--- src/design/ctcr_pkg.sv ---
// shared constants for the channel 2 trim and checksum register bank
package ctcr_pkg;
  // ---------------------------------------------------------------
  // register offsets (word addresses in the serial frame)
  // ---------------------------------------------------------------
  localparam logic [5:0] CTCR_OFS_CH2_OFFSET_TRIM_LOW = 6'h15;
  localparam logic [5:0] CTCR_OFS_CH2_GAIN_TRIM_HIGH = 6'h16;
  localparam logic [5:0] CTCR_OFS_CH2_GAIN_TRIM_LOW = 6'h17;
  localparam logic [5:0] CTCR_OFS_CONFIG_CHECKSUM = 6'h3e;
  localparam logic [5:0] CTCR_OFS_SPARE_WORD = 6'h3f;

  // ---------------------------------------------------------------
  // reset values
  // ---------------------------------------------------------------
  localparam logic [7:0] CTCR_RST_OFFSET_TRIM_LOW = 8'h00;
  localparam logic [15:0] CTCR_RST_GAIN_TRIM_HIGH = 16'h8000;
  localparam logic [7:0] CTCR_RST_GAIN_TRIM_LOW = 8'h00;
  localparam logic [15:0] CTCR_RST_CONFIG_CHECKSUM = 16'h0000;
  localparam logic [15:0] CTCR_RST_SPARE_WORD = 16'h0000;

  // ---------------------------------------------------------------
  // field positions and frame layout
  // ---------------------------------------------------------------
  localparam int CTCR_TRIM_LOW_MSB = 15;   // trim bits sit in 15:8
  localparam int CTCR_TRIM_LOW_LSB = 8;
  localparam int CTCR_CMD_READ_BIT = 15;   // 1 = read, 0 = write
  localparam int CTCR_CMD_ADDR_MSB = 5;    // address in 5:0
  localparam logic [4:0] CTCR_LAST_CMD_BIT = 5'h0f;
  localparam logic [4:0] CTCR_LAST_DATA_BIT = 5'h1f;
  localparam logic [15:0] CTCR_RSVD_ZERO = 16'h0000;
endpackage : ctcr_pkg

--- src/design/ctcr_sync.sv ---
// two flip-flop synchroniser for asynchronous pin inputs
`timescale 1ns/1ns
module ctcr_sync #(
  parameter int WIDTH = 1,
  parameter logic [WIDTH-1:0] RST_VAL = '0
) (
  input wire logic i_clk,               // sampling clock
  input wire logic i_rst,               // synchronous reset, high
  input wire logic [WIDTH-1:0] i_async, // raw pin levels
  output logic [WIDTH-1:0] o_sync       // levels after two stages
);
  logic [WIDTH-1:0] meta_q;

  // first stage feeds only the second; nothing else looks at it
  always_ff @(posedge i_clk) begin
    if (i_rst) begin
      meta_q <= RST_VAL;
      o_sync <= RST_VAL;
    end else begin
      meta_q <= i_async;
      o_sync <= meta_q;
    end
  end
endmodule : ctcr_sync

--- src/design/ctcr_regs.sv ---
// channel 2 trim registers, map checksum and spare word behind a serial port
// Notes on behaviour
// - offset trim low: trim bits in 15:8, low byte reads zero.
// - gain trim high: read-write bits 23:8, resets to top bit only.
// - gain trim low: trim bits in 15:8, low byte reads zero.
// - checksum word read-only, zero after reset, writes ignored.
// - serial output undriven while chip select is high, lagging the pin by the two sync stages plus one register.
`timescale 1ns/1ns
module ctcr_regs
  import ctcr_pkg::*;
(
  input wire logic I_SYS_CLK,                         // 10 MHz system clock
  input wire logic I_RST,                             // synchronous reset, high
  input wire logic I_CS_N,                            // chip select pin, low active
  input wire logic I_SCLK,                            // serial clock pin
  input wire logic I_DIN,                             // serial data in pin
  output logic O_DOUT,                                // serial data out value
  output logic O_DOUT_OE_N,                           // data out enable, low drives
  output logic [7:0] O_CH2_OFFSET_TRIM_LOW_BITS,      // offset correction 7:0
  output logic [15:0] O_CH2_GAIN_TRIM_HIGH_BITS,      // gain correction 23:8
  output logic [7:0] O_CH2_GAIN_TRIM_LOW_BITS,        // gain correction 7:0
  output logic [15:0] O_CONFIG_CHECKSUM               // register map checksum
);
  // ---------------------------------------------------------------
  // pin synchronisers
  // ---------------------------------------------------------------
  logic [2:0] pins_s;
  logic cs_n_s;
  logic sclk_s;
  logic din_s;

  ctcr_sync #(.WIDTH(3), .RST_VAL(3'h4)) u_sync (
    .i_clk(I_SYS_CLK),
    .i_rst(I_RST),
    .i_async({I_CS_N, I_SCLK, I_DIN}),
    .o_sync(pins_s)
  );
  assign cs_n_s = pins_s[2];
  assign sclk_s = pins_s[1];
  assign din_s = pins_s[0];

  // ---------------------------------------------------------------
  // serial clock edge detection
  // ---------------------------------------------------------------
  logic sclk_prev_q;
  logic sclk_rise;
  logic sclk_fall;

  // edges come from the synchronised copy, so they lag the pin by 2-3 cycles
  always_ff @(posedge I_SYS_CLK) begin
    if (I_RST) begin
      sclk_prev_q <= 1'b0;
    end else begin
      sclk_prev_q <= sclk_s;
    end
  end
  assign sclk_rise = sclk_s & ~sclk_prev_q & ~cs_n_s;
  assign sclk_fall = ~sclk_s & sclk_prev_q & ~cs_n_s;

  // ---------------------------------------------------------------
  // frame shifter: 16 command bits then 16 data bits
  // ---------------------------------------------------------------
  logic [4:0] bit_cnt_q;
  logic [15:0] shift_in_q;
  logic [15:0] cmd_q;
  logic cmd_load;
  logic wr_stb;
  logic [15:0] wr_data;
  logic [5:0] cmd_addr;
  logic [5:0] wr_addr;

  assign cmd_load = sclk_fall & (bit_cnt_q == CTCR_LAST_CMD_BIT);
  assign wr_stb = sclk_fall & (bit_cnt_q == CTCR_LAST_DATA_BIT) & ~cmd_q[CTCR_CMD_READ_BIT];
  assign wr_data = {shift_in_q[14:0], din_s};
  assign cmd_addr = wr_data[CTCR_CMD_ADDR_MSB:0];
  assign wr_addr = cmd_q[CTCR_CMD_ADDR_MSB:0];

  // a select released mid-frame aborts it; with select tied low frames run back to back
  always_ff @(posedge I_SYS_CLK) begin
    if (I_RST || cs_n_s) begin
      bit_cnt_q <= 5'h00;
      shift_in_q <= 16'h0000;
    end else if (sclk_fall) begin
      bit_cnt_q <= bit_cnt_q + 5'h01;
      shift_in_q <= wr_data;
    end
  end

  // command latched once its last bit is in
  always_ff @(posedge I_SYS_CLK) begin
    if (I_RST) begin
      cmd_q <= 16'h0000;
    end else if (cmd_load) begin
      cmd_q <= wr_data;
    end
  end

  // ---------------------------------------------------------------
  // register storage
  // ---------------------------------------------------------------
  logic [7:0] ofs_low_q;
  logic [15:0] gain_high_q;
  logic [7:0] gain_low_q;
  logic [15:0] spare_q;
  logic [15:0] chk_q;
  logic cov_wr_q;
  logic [15:0] chk_sum;

  // offset trim low keeps only its upper byte
  always_ff @(posedge I_SYS_CLK) begin
    if (I_RST) begin
      ofs_low_q <= CTCR_RST_OFFSET_TRIM_LOW;
    end else if (wr_stb && wr_addr == CTCR_OFS_CH2_OFFSET_TRIM_LOW) begin
      ofs_low_q <= wr_data[CTCR_TRIM_LOW_MSB:CTCR_TRIM_LOW_LSB];
    end
  end

  // gain trim high is a full read-write word
  always_ff @(posedge I_SYS_CLK) begin
    if (I_RST) begin
      gain_high_q <= CTCR_RST_GAIN_TRIM_HIGH;
    end else if (wr_stb && wr_addr == CTCR_OFS_CH2_GAIN_TRIM_HIGH) begin
      gain_high_q <= wr_data;
    end
  end

  // gain trim low keeps only its upper byte
  always_ff @(posedge I_SYS_CLK) begin
    if (I_RST) begin
      gain_low_q <= CTCR_RST_GAIN_TRIM_LOW;
    end else if (wr_stb && wr_addr == CTCR_OFS_CH2_GAIN_TRIM_LOW) begin
      gain_low_q <= wr_data[CTCR_TRIM_LOW_MSB:CTCR_TRIM_LOW_LSB];
    end
  end

  // spare word is stored as written; the host is expected to write zero only
  always_ff @(posedge I_SYS_CLK) begin
    if (I_RST) begin
      spare_q <= CTCR_RST_SPARE_WORD;
    end else if (wr_stb && wr_addr == CTCR_OFS_SPARE_WORD) begin
      spare_q <= wr_data;
    end
  end

  // rotate-and-xor fold; cheap, and catches any single flipped bit
  assign chk_sum = gain_high_q ^ {ofs_low_q, gain_low_q} ^ {spare_q[7:0], spare_q[15:8]};

  // refresh one cycle after a covered write lands; stays zero until the first write
  always_ff @(posedge I_SYS_CLK) begin
    if (I_RST) begin
      cov_wr_q <= 1'b0;
      chk_q <= CTCR_RST_CONFIG_CHECKSUM;
    end else begin
      cov_wr_q <= wr_stb && wr_addr != CTCR_OFS_CONFIG_CHECKSUM;
      if (cov_wr_q) begin
        chk_q <= chk_sum;
      end
    end
  end

  // ---------------------------------------------------------------
  // read mux and output shifter
  // ---------------------------------------------------------------
  logic [15:0] rd_word;
  logic [15:0] dout_sr_q;
  logic dout_q;
  logic oe_n_q;

  // reserved low bytes and unmapped addresses read as zero
  always_comb begin
    rd_word = CTCR_RSVD_ZERO;
    unique case (cmd_addr)
      CTCR_OFS_CH2_OFFSET_TRIM_LOW: rd_word = {ofs_low_q, 8'h00};
      CTCR_OFS_CH2_GAIN_TRIM_HIGH: rd_word = gain_high_q;
      CTCR_OFS_CH2_GAIN_TRIM_LOW: rd_word = {gain_low_q, 8'h00};
      CTCR_OFS_CONFIG_CHECKSUM: rd_word = chk_q;
      CTCR_OFS_SPARE_WORD: rd_word = spare_q;
      default: rd_word = CTCR_RSVD_ZERO;
    endcase
  end

  // data changes on the rising edge so the host can sample on the falling one
  always_ff @(posedge I_SYS_CLK) begin
    if (I_RST || cs_n_s) begin
      dout_sr_q <= 16'h0000;
      dout_q <= 1'b0;
    end else if (cmd_load) begin
      dout_sr_q <= wr_data[CTCR_CMD_READ_BIT] ? rd_word : 16'h0000;
    end else if (sclk_rise && bit_cnt_q[4]) begin
      dout_q <= dout_sr_q[15];
      dout_sr_q <= {dout_sr_q[14:0], 1'b0};
    end else if (sclk_rise) begin
      dout_q <= 1'b0;
    end
  end

  // enable follows the synchronised select so a shared line is freed promptly
  always_ff @(posedge I_SYS_CLK) begin
    if (I_RST) begin
      oe_n_q <= 1'b1;
    end else begin
      oe_n_q <= cs_n_s;
    end
  end

  assign O_DOUT = dout_q;
  assign O_DOUT_OE_N = oe_n_q;
  assign O_CH2_OFFSET_TRIM_LOW_BITS = ofs_low_q;
  assign O_CH2_GAIN_TRIM_HIGH_BITS = gain_high_q;
  assign O_CH2_GAIN_TRIM_LOW_BITS = gain_low_q;
  assign O_CONFIG_CHECKSUM = chk_q;
endmodule : ctcr_regs

--- config.mk ---
export PLATFORM = sky130hd
export DESIGN_NAME = ctcr_regs
export DESIGN_NICKNAME = d
export VERILOG_FILES = /design/src/design/ctcr_pkg.sv /design/src/design/ctcr_sync.sv /design/src/design/ctcr_regs.sv
export SDC_FILE = /design/constraint.sdc
export NUM_CORES = 1
export LEC_CHECK = 0
export BUFFER_PORTS_ARGS = -buffer_cell sky130_fd_sc_hd__clkbuf_2
export CORE_MARGIN = 3
export CORE_UTILIZATION = 40
export DETAILED_ROUTE_END_ITERATION = 10
export PLACE_DENSITY = 0.59
export SLEW_MARGIN = 10
export SYNTH_ARGS = -nofsm -noshare
export SYNTH_HDL_FRONTEND = slang
export SYNTH_HIERARCHICAL = 1
export SYNTH_SLANG_ARGS = --single-unit
--- constraint.sdc ---
create_clock -name I_SYS_CLK -period 2.86 [get_ports I_SYS_CLK]
set_input_delay 0.429 -clock I_SYS_CLK [delete_from_list [all_inputs] [get_ports I_SYS_CLK]]
set_output_delay 0.429 -clock I_SYS_CLK [all_outputs]
set_load 0.01 [all_outputs]
==> flow_summary.ini <==
[cts]
clkTransAtPathRegs_ns = 0.05
insertion_delay_ns = 0.41
ctsResizeCount = 0
cts_max_path_buffers = 2
cts-root-buf = clkbuf_16
postCtsSetupRepairBufs = 0
cts_sinks = 117
cts_tree = built
cts_inserted_buffers = 17
holdBufCountCts = 0
htree_levels = 4

[yosys]
synth_nets = 567
ys_top_cells_by_count = dfxtp_1 (117), nand2_1 (67), nor2_1 (66), mux2i_1 (56), a21oi_1 (50)
syn-instance-count = 559
yosysTopAreaCell = dfxtp_1
synth-edff-count = 0
synth_seq_cells = 117
ys_types = 50
yosysMostFrequentCell = dfxtp_1
synth_area_um2 = 5130
ys_seq_area_frac = 0.456
ys_top_cells_by_area = dfxtp_1 (46%), mux2i_1 (11%), xnor2_1 (5.6%)
syn_avg_cell_area_um2 = 9.18
yosys.area.top_type_share = 0.456
async_flop_share = 0
ys_warn_count = 6
yosys_most_used_dff = dfxtp_1

[power]
power_density_nw_per_um2 = 612
p_leak_nw = 2.10
irDropWorstVdd_v = 0.000404

[setup_path]
crit_path_max_incr_delay_ns = 0.38
critPathRequiredTime_ns = 3.16
worstPathArrival_ns = 2.83
path_class = register to register
endpoint_kind = register
path_cells = ha_1 > and3_1 > ha_1 > nor2b_1 > nand4_4 > nor3b_4 > buf_4 > nor2b_1 > a211o_1
path_max_fanout = 17
reg2reg_from = bit_cnt_q[0]
r2r_end = O_CH2_GAIN_TRIM_HIGH_BITS[15]
reg2reg_slack_ns = 0.33
slowest_stage = dfxtp_1
worst-r2r-cell-count = 9
worst_setup_path_start_kind = register

[timing]
timing.fmax_ghz = 0.395
fin_setup_tns_ns = 0
setup_viol = 0
tightest_slew_ns = 0.992
skew_ns = 0.00724
finalHoldViolations = 0
relSlewSlack = 0.334
grt_setup_unrepaired = no
period_needed_ns = 2.53
finalCritPeriodShare = 0.886
whs_ns = 0.194
slew_violations = 0

[job]
maxCapViolCount = 0

[worst_hold_path]
hold_class = input port to register
hold_end = u_sync/meta_q[2]
hold_depth = 2
min_from = I_CS_N

[floorplan]
fp-row-count = 40
core_area_um2 = 12300
die_w_um = 119
fp.dieH_um = 119
io-pin-count = 55
start_util = 0.418
die_area_um2 = 14200

[route]
via_per_inst = 5.43
wl_per_cell_um = 17.9
antenna_left = 0
first_pass_iters = 5
drc = 0
drtIter0Drc = 312
wl_mm = 14.2
num_vias = 4286

[final_layout]
area.growth.synth_to_final_pct = 19.7
instances_no_fill = 789
nets = 617
antenna_cells = 0
drive_gt1_frac = 0.192

[placed_design]
globalplace.congestion = 0.871
dp_cells = 758
dp_hpwl_mm = 9.88
io_buffers = 54

[grt]
grt_max_degree = 80
grt_pass1_vias = 4116
antenna_found_initial = 0
grtUsageTotal = 0.203
grt-ovfl-total = 0
grt_pass1_wl_mm = 22.6

[run_status]
status = finished, final reports clean
-- cell type report --
class                      count  area (µm²)
fill                        1146        6120
multi-input combinational    399        2600
sequential                   117        2340
clock buffer                  28         517
timing repair buffer          69         383
tap                          168         210
clock inverter                 3        65.1
inverter                       5        18.8
-- logic make-up after synthesis --
kind of cell | count (synthesis) | synth area share
simple gates | 189 | 0.183
flops | 117 | 0.456
compound gates | 109 | 0.131
mux | 63 | 0.125
buf+inv | 43 | 0.0373
xor+xnor | 35 | 0.0597
fa+ha+maj | 3 | 0.00732
-- worst max-delay path by stage --
| stage | cells after the start | startpoint | endpoint | slack, ns |
|---|---|---|---|---|
| 6_report | 9 | bit_cnt_q[0] | O_CH2_GAIN_TRIM_HIGH_BITS[15] | 0.33 |
| 3_3_place_gp | 9 | bit_cnt_q[0] | O_CH2_GAIN_TRIM_HIGH_BITS[15] | 0.46 |
| 4_1_cts | 9 | bit_cnt_q[0] | O_CH2_GAIN_TRIM_HIGH_BITS[15] | 0.35 |
| 5_1_grt | 9 | bit_cnt_q[0] | O_CH2_GAIN_TRIM_HIGH_BITS[6] | 0.11 |
| 2_1_floorplan | 9 | bit_cnt_q[0] | spare_q[5] | 0.68 |
| 3_5_place_dp | 9 | bit_cnt_q[0] | O_CH2_GAIN_TRIM_HIGH_BITS[15] | 0.37 |
-- sequential cells by signal (all words and copies together) (netlist names) --
signal	count
dout_sr_q	16
u_sync/meta_q	3
u_sync/o_sync	3
O_DOUT_OE_N	1
bit_cnt_q	5
O_CH2_GAIN_TRIM_HIGH_BITS	16
cov_wr_q	1
spare_q	16
cmd_q	7
O_DOUT	1
O_CONFIG_CHECKSUM	16
shift_in_q	15
O_CH2_OFFSET_TRIM_LOW_BITS	8
O_CH2_GAIN_TRIM_LOW_BITS	8
sclk_prev_q	1
-- metal layers --
metal	up-vias	part of all wire	global-route usage
met2	134	0.45	0.302
met3	25	0.061	0.0518
met1	2080	0.47	0.280
li1	2047	-	-
met4	0	0.020	0.0833
met5	-	0	0
-- worst max-delay path: cells and delay by family, from the launching register on --
| kind | cells | cell delay, ns |
|---|---|---|
| buffers and inverters | 1 | 0.32 |
| AND/OR/NAND/NOR | 5 | 1.13 |
| flip-flops | 1 | 0.38 |
| AO/OA/AOI/OAI | 1 | 0.26 |
| adder cells (fa/ha/maj) | 2 | 0.33 |
-- metrics by stage --
stage                     setup WS, ns  total power [mW]  utilization  instance area (µm²)
after CTS                        0.354              3.79        0.501                 6140
after detailed placement         0.375              1.71        0.453                 5560
after global placement           0.464              1.71        0.453                 5560
final                            0.326              3.76        0.501                 6140
after global routing             0.113              3.86        0.501                 6140
after floorplan                  0.681              1.70            -                 5130
-- placed cells by master, fill, tap and decap left out, types with 3 or more instances in the layout --
cell type and count:
dfxtp_1 117, nand2_1 67, nor2_1 66, mux2i_1 56, clkbuf_2 54, a21oi_1 50
xnor2_1 33, o21ai_0 23, clkbuf_16 17, buf_4 15, nand3_1 10, nand2b_1 9
or3b_2 8, a222oi_1 8, nor2b_1 7, mux2_2 7, a221o_1 7, a22oi_1 7
a31oi_1 7, clkbuf_1 6, inv_1 5, clkbuf_8 5, nand3b_1 3, ha_1 3
-- power breakdown --
group | internal, mW | leakage, nW | total [mW] | switching (mW)
Sequential | 1.64 | 0.943 | 1.64 | 0.00437
Combinational | 0.00758 | 0.874 | 0.0333 | 0.0257
Clock | 1.39 | 0.285 | 2.08 | 0.692
(Power assumes the default switching activity.)
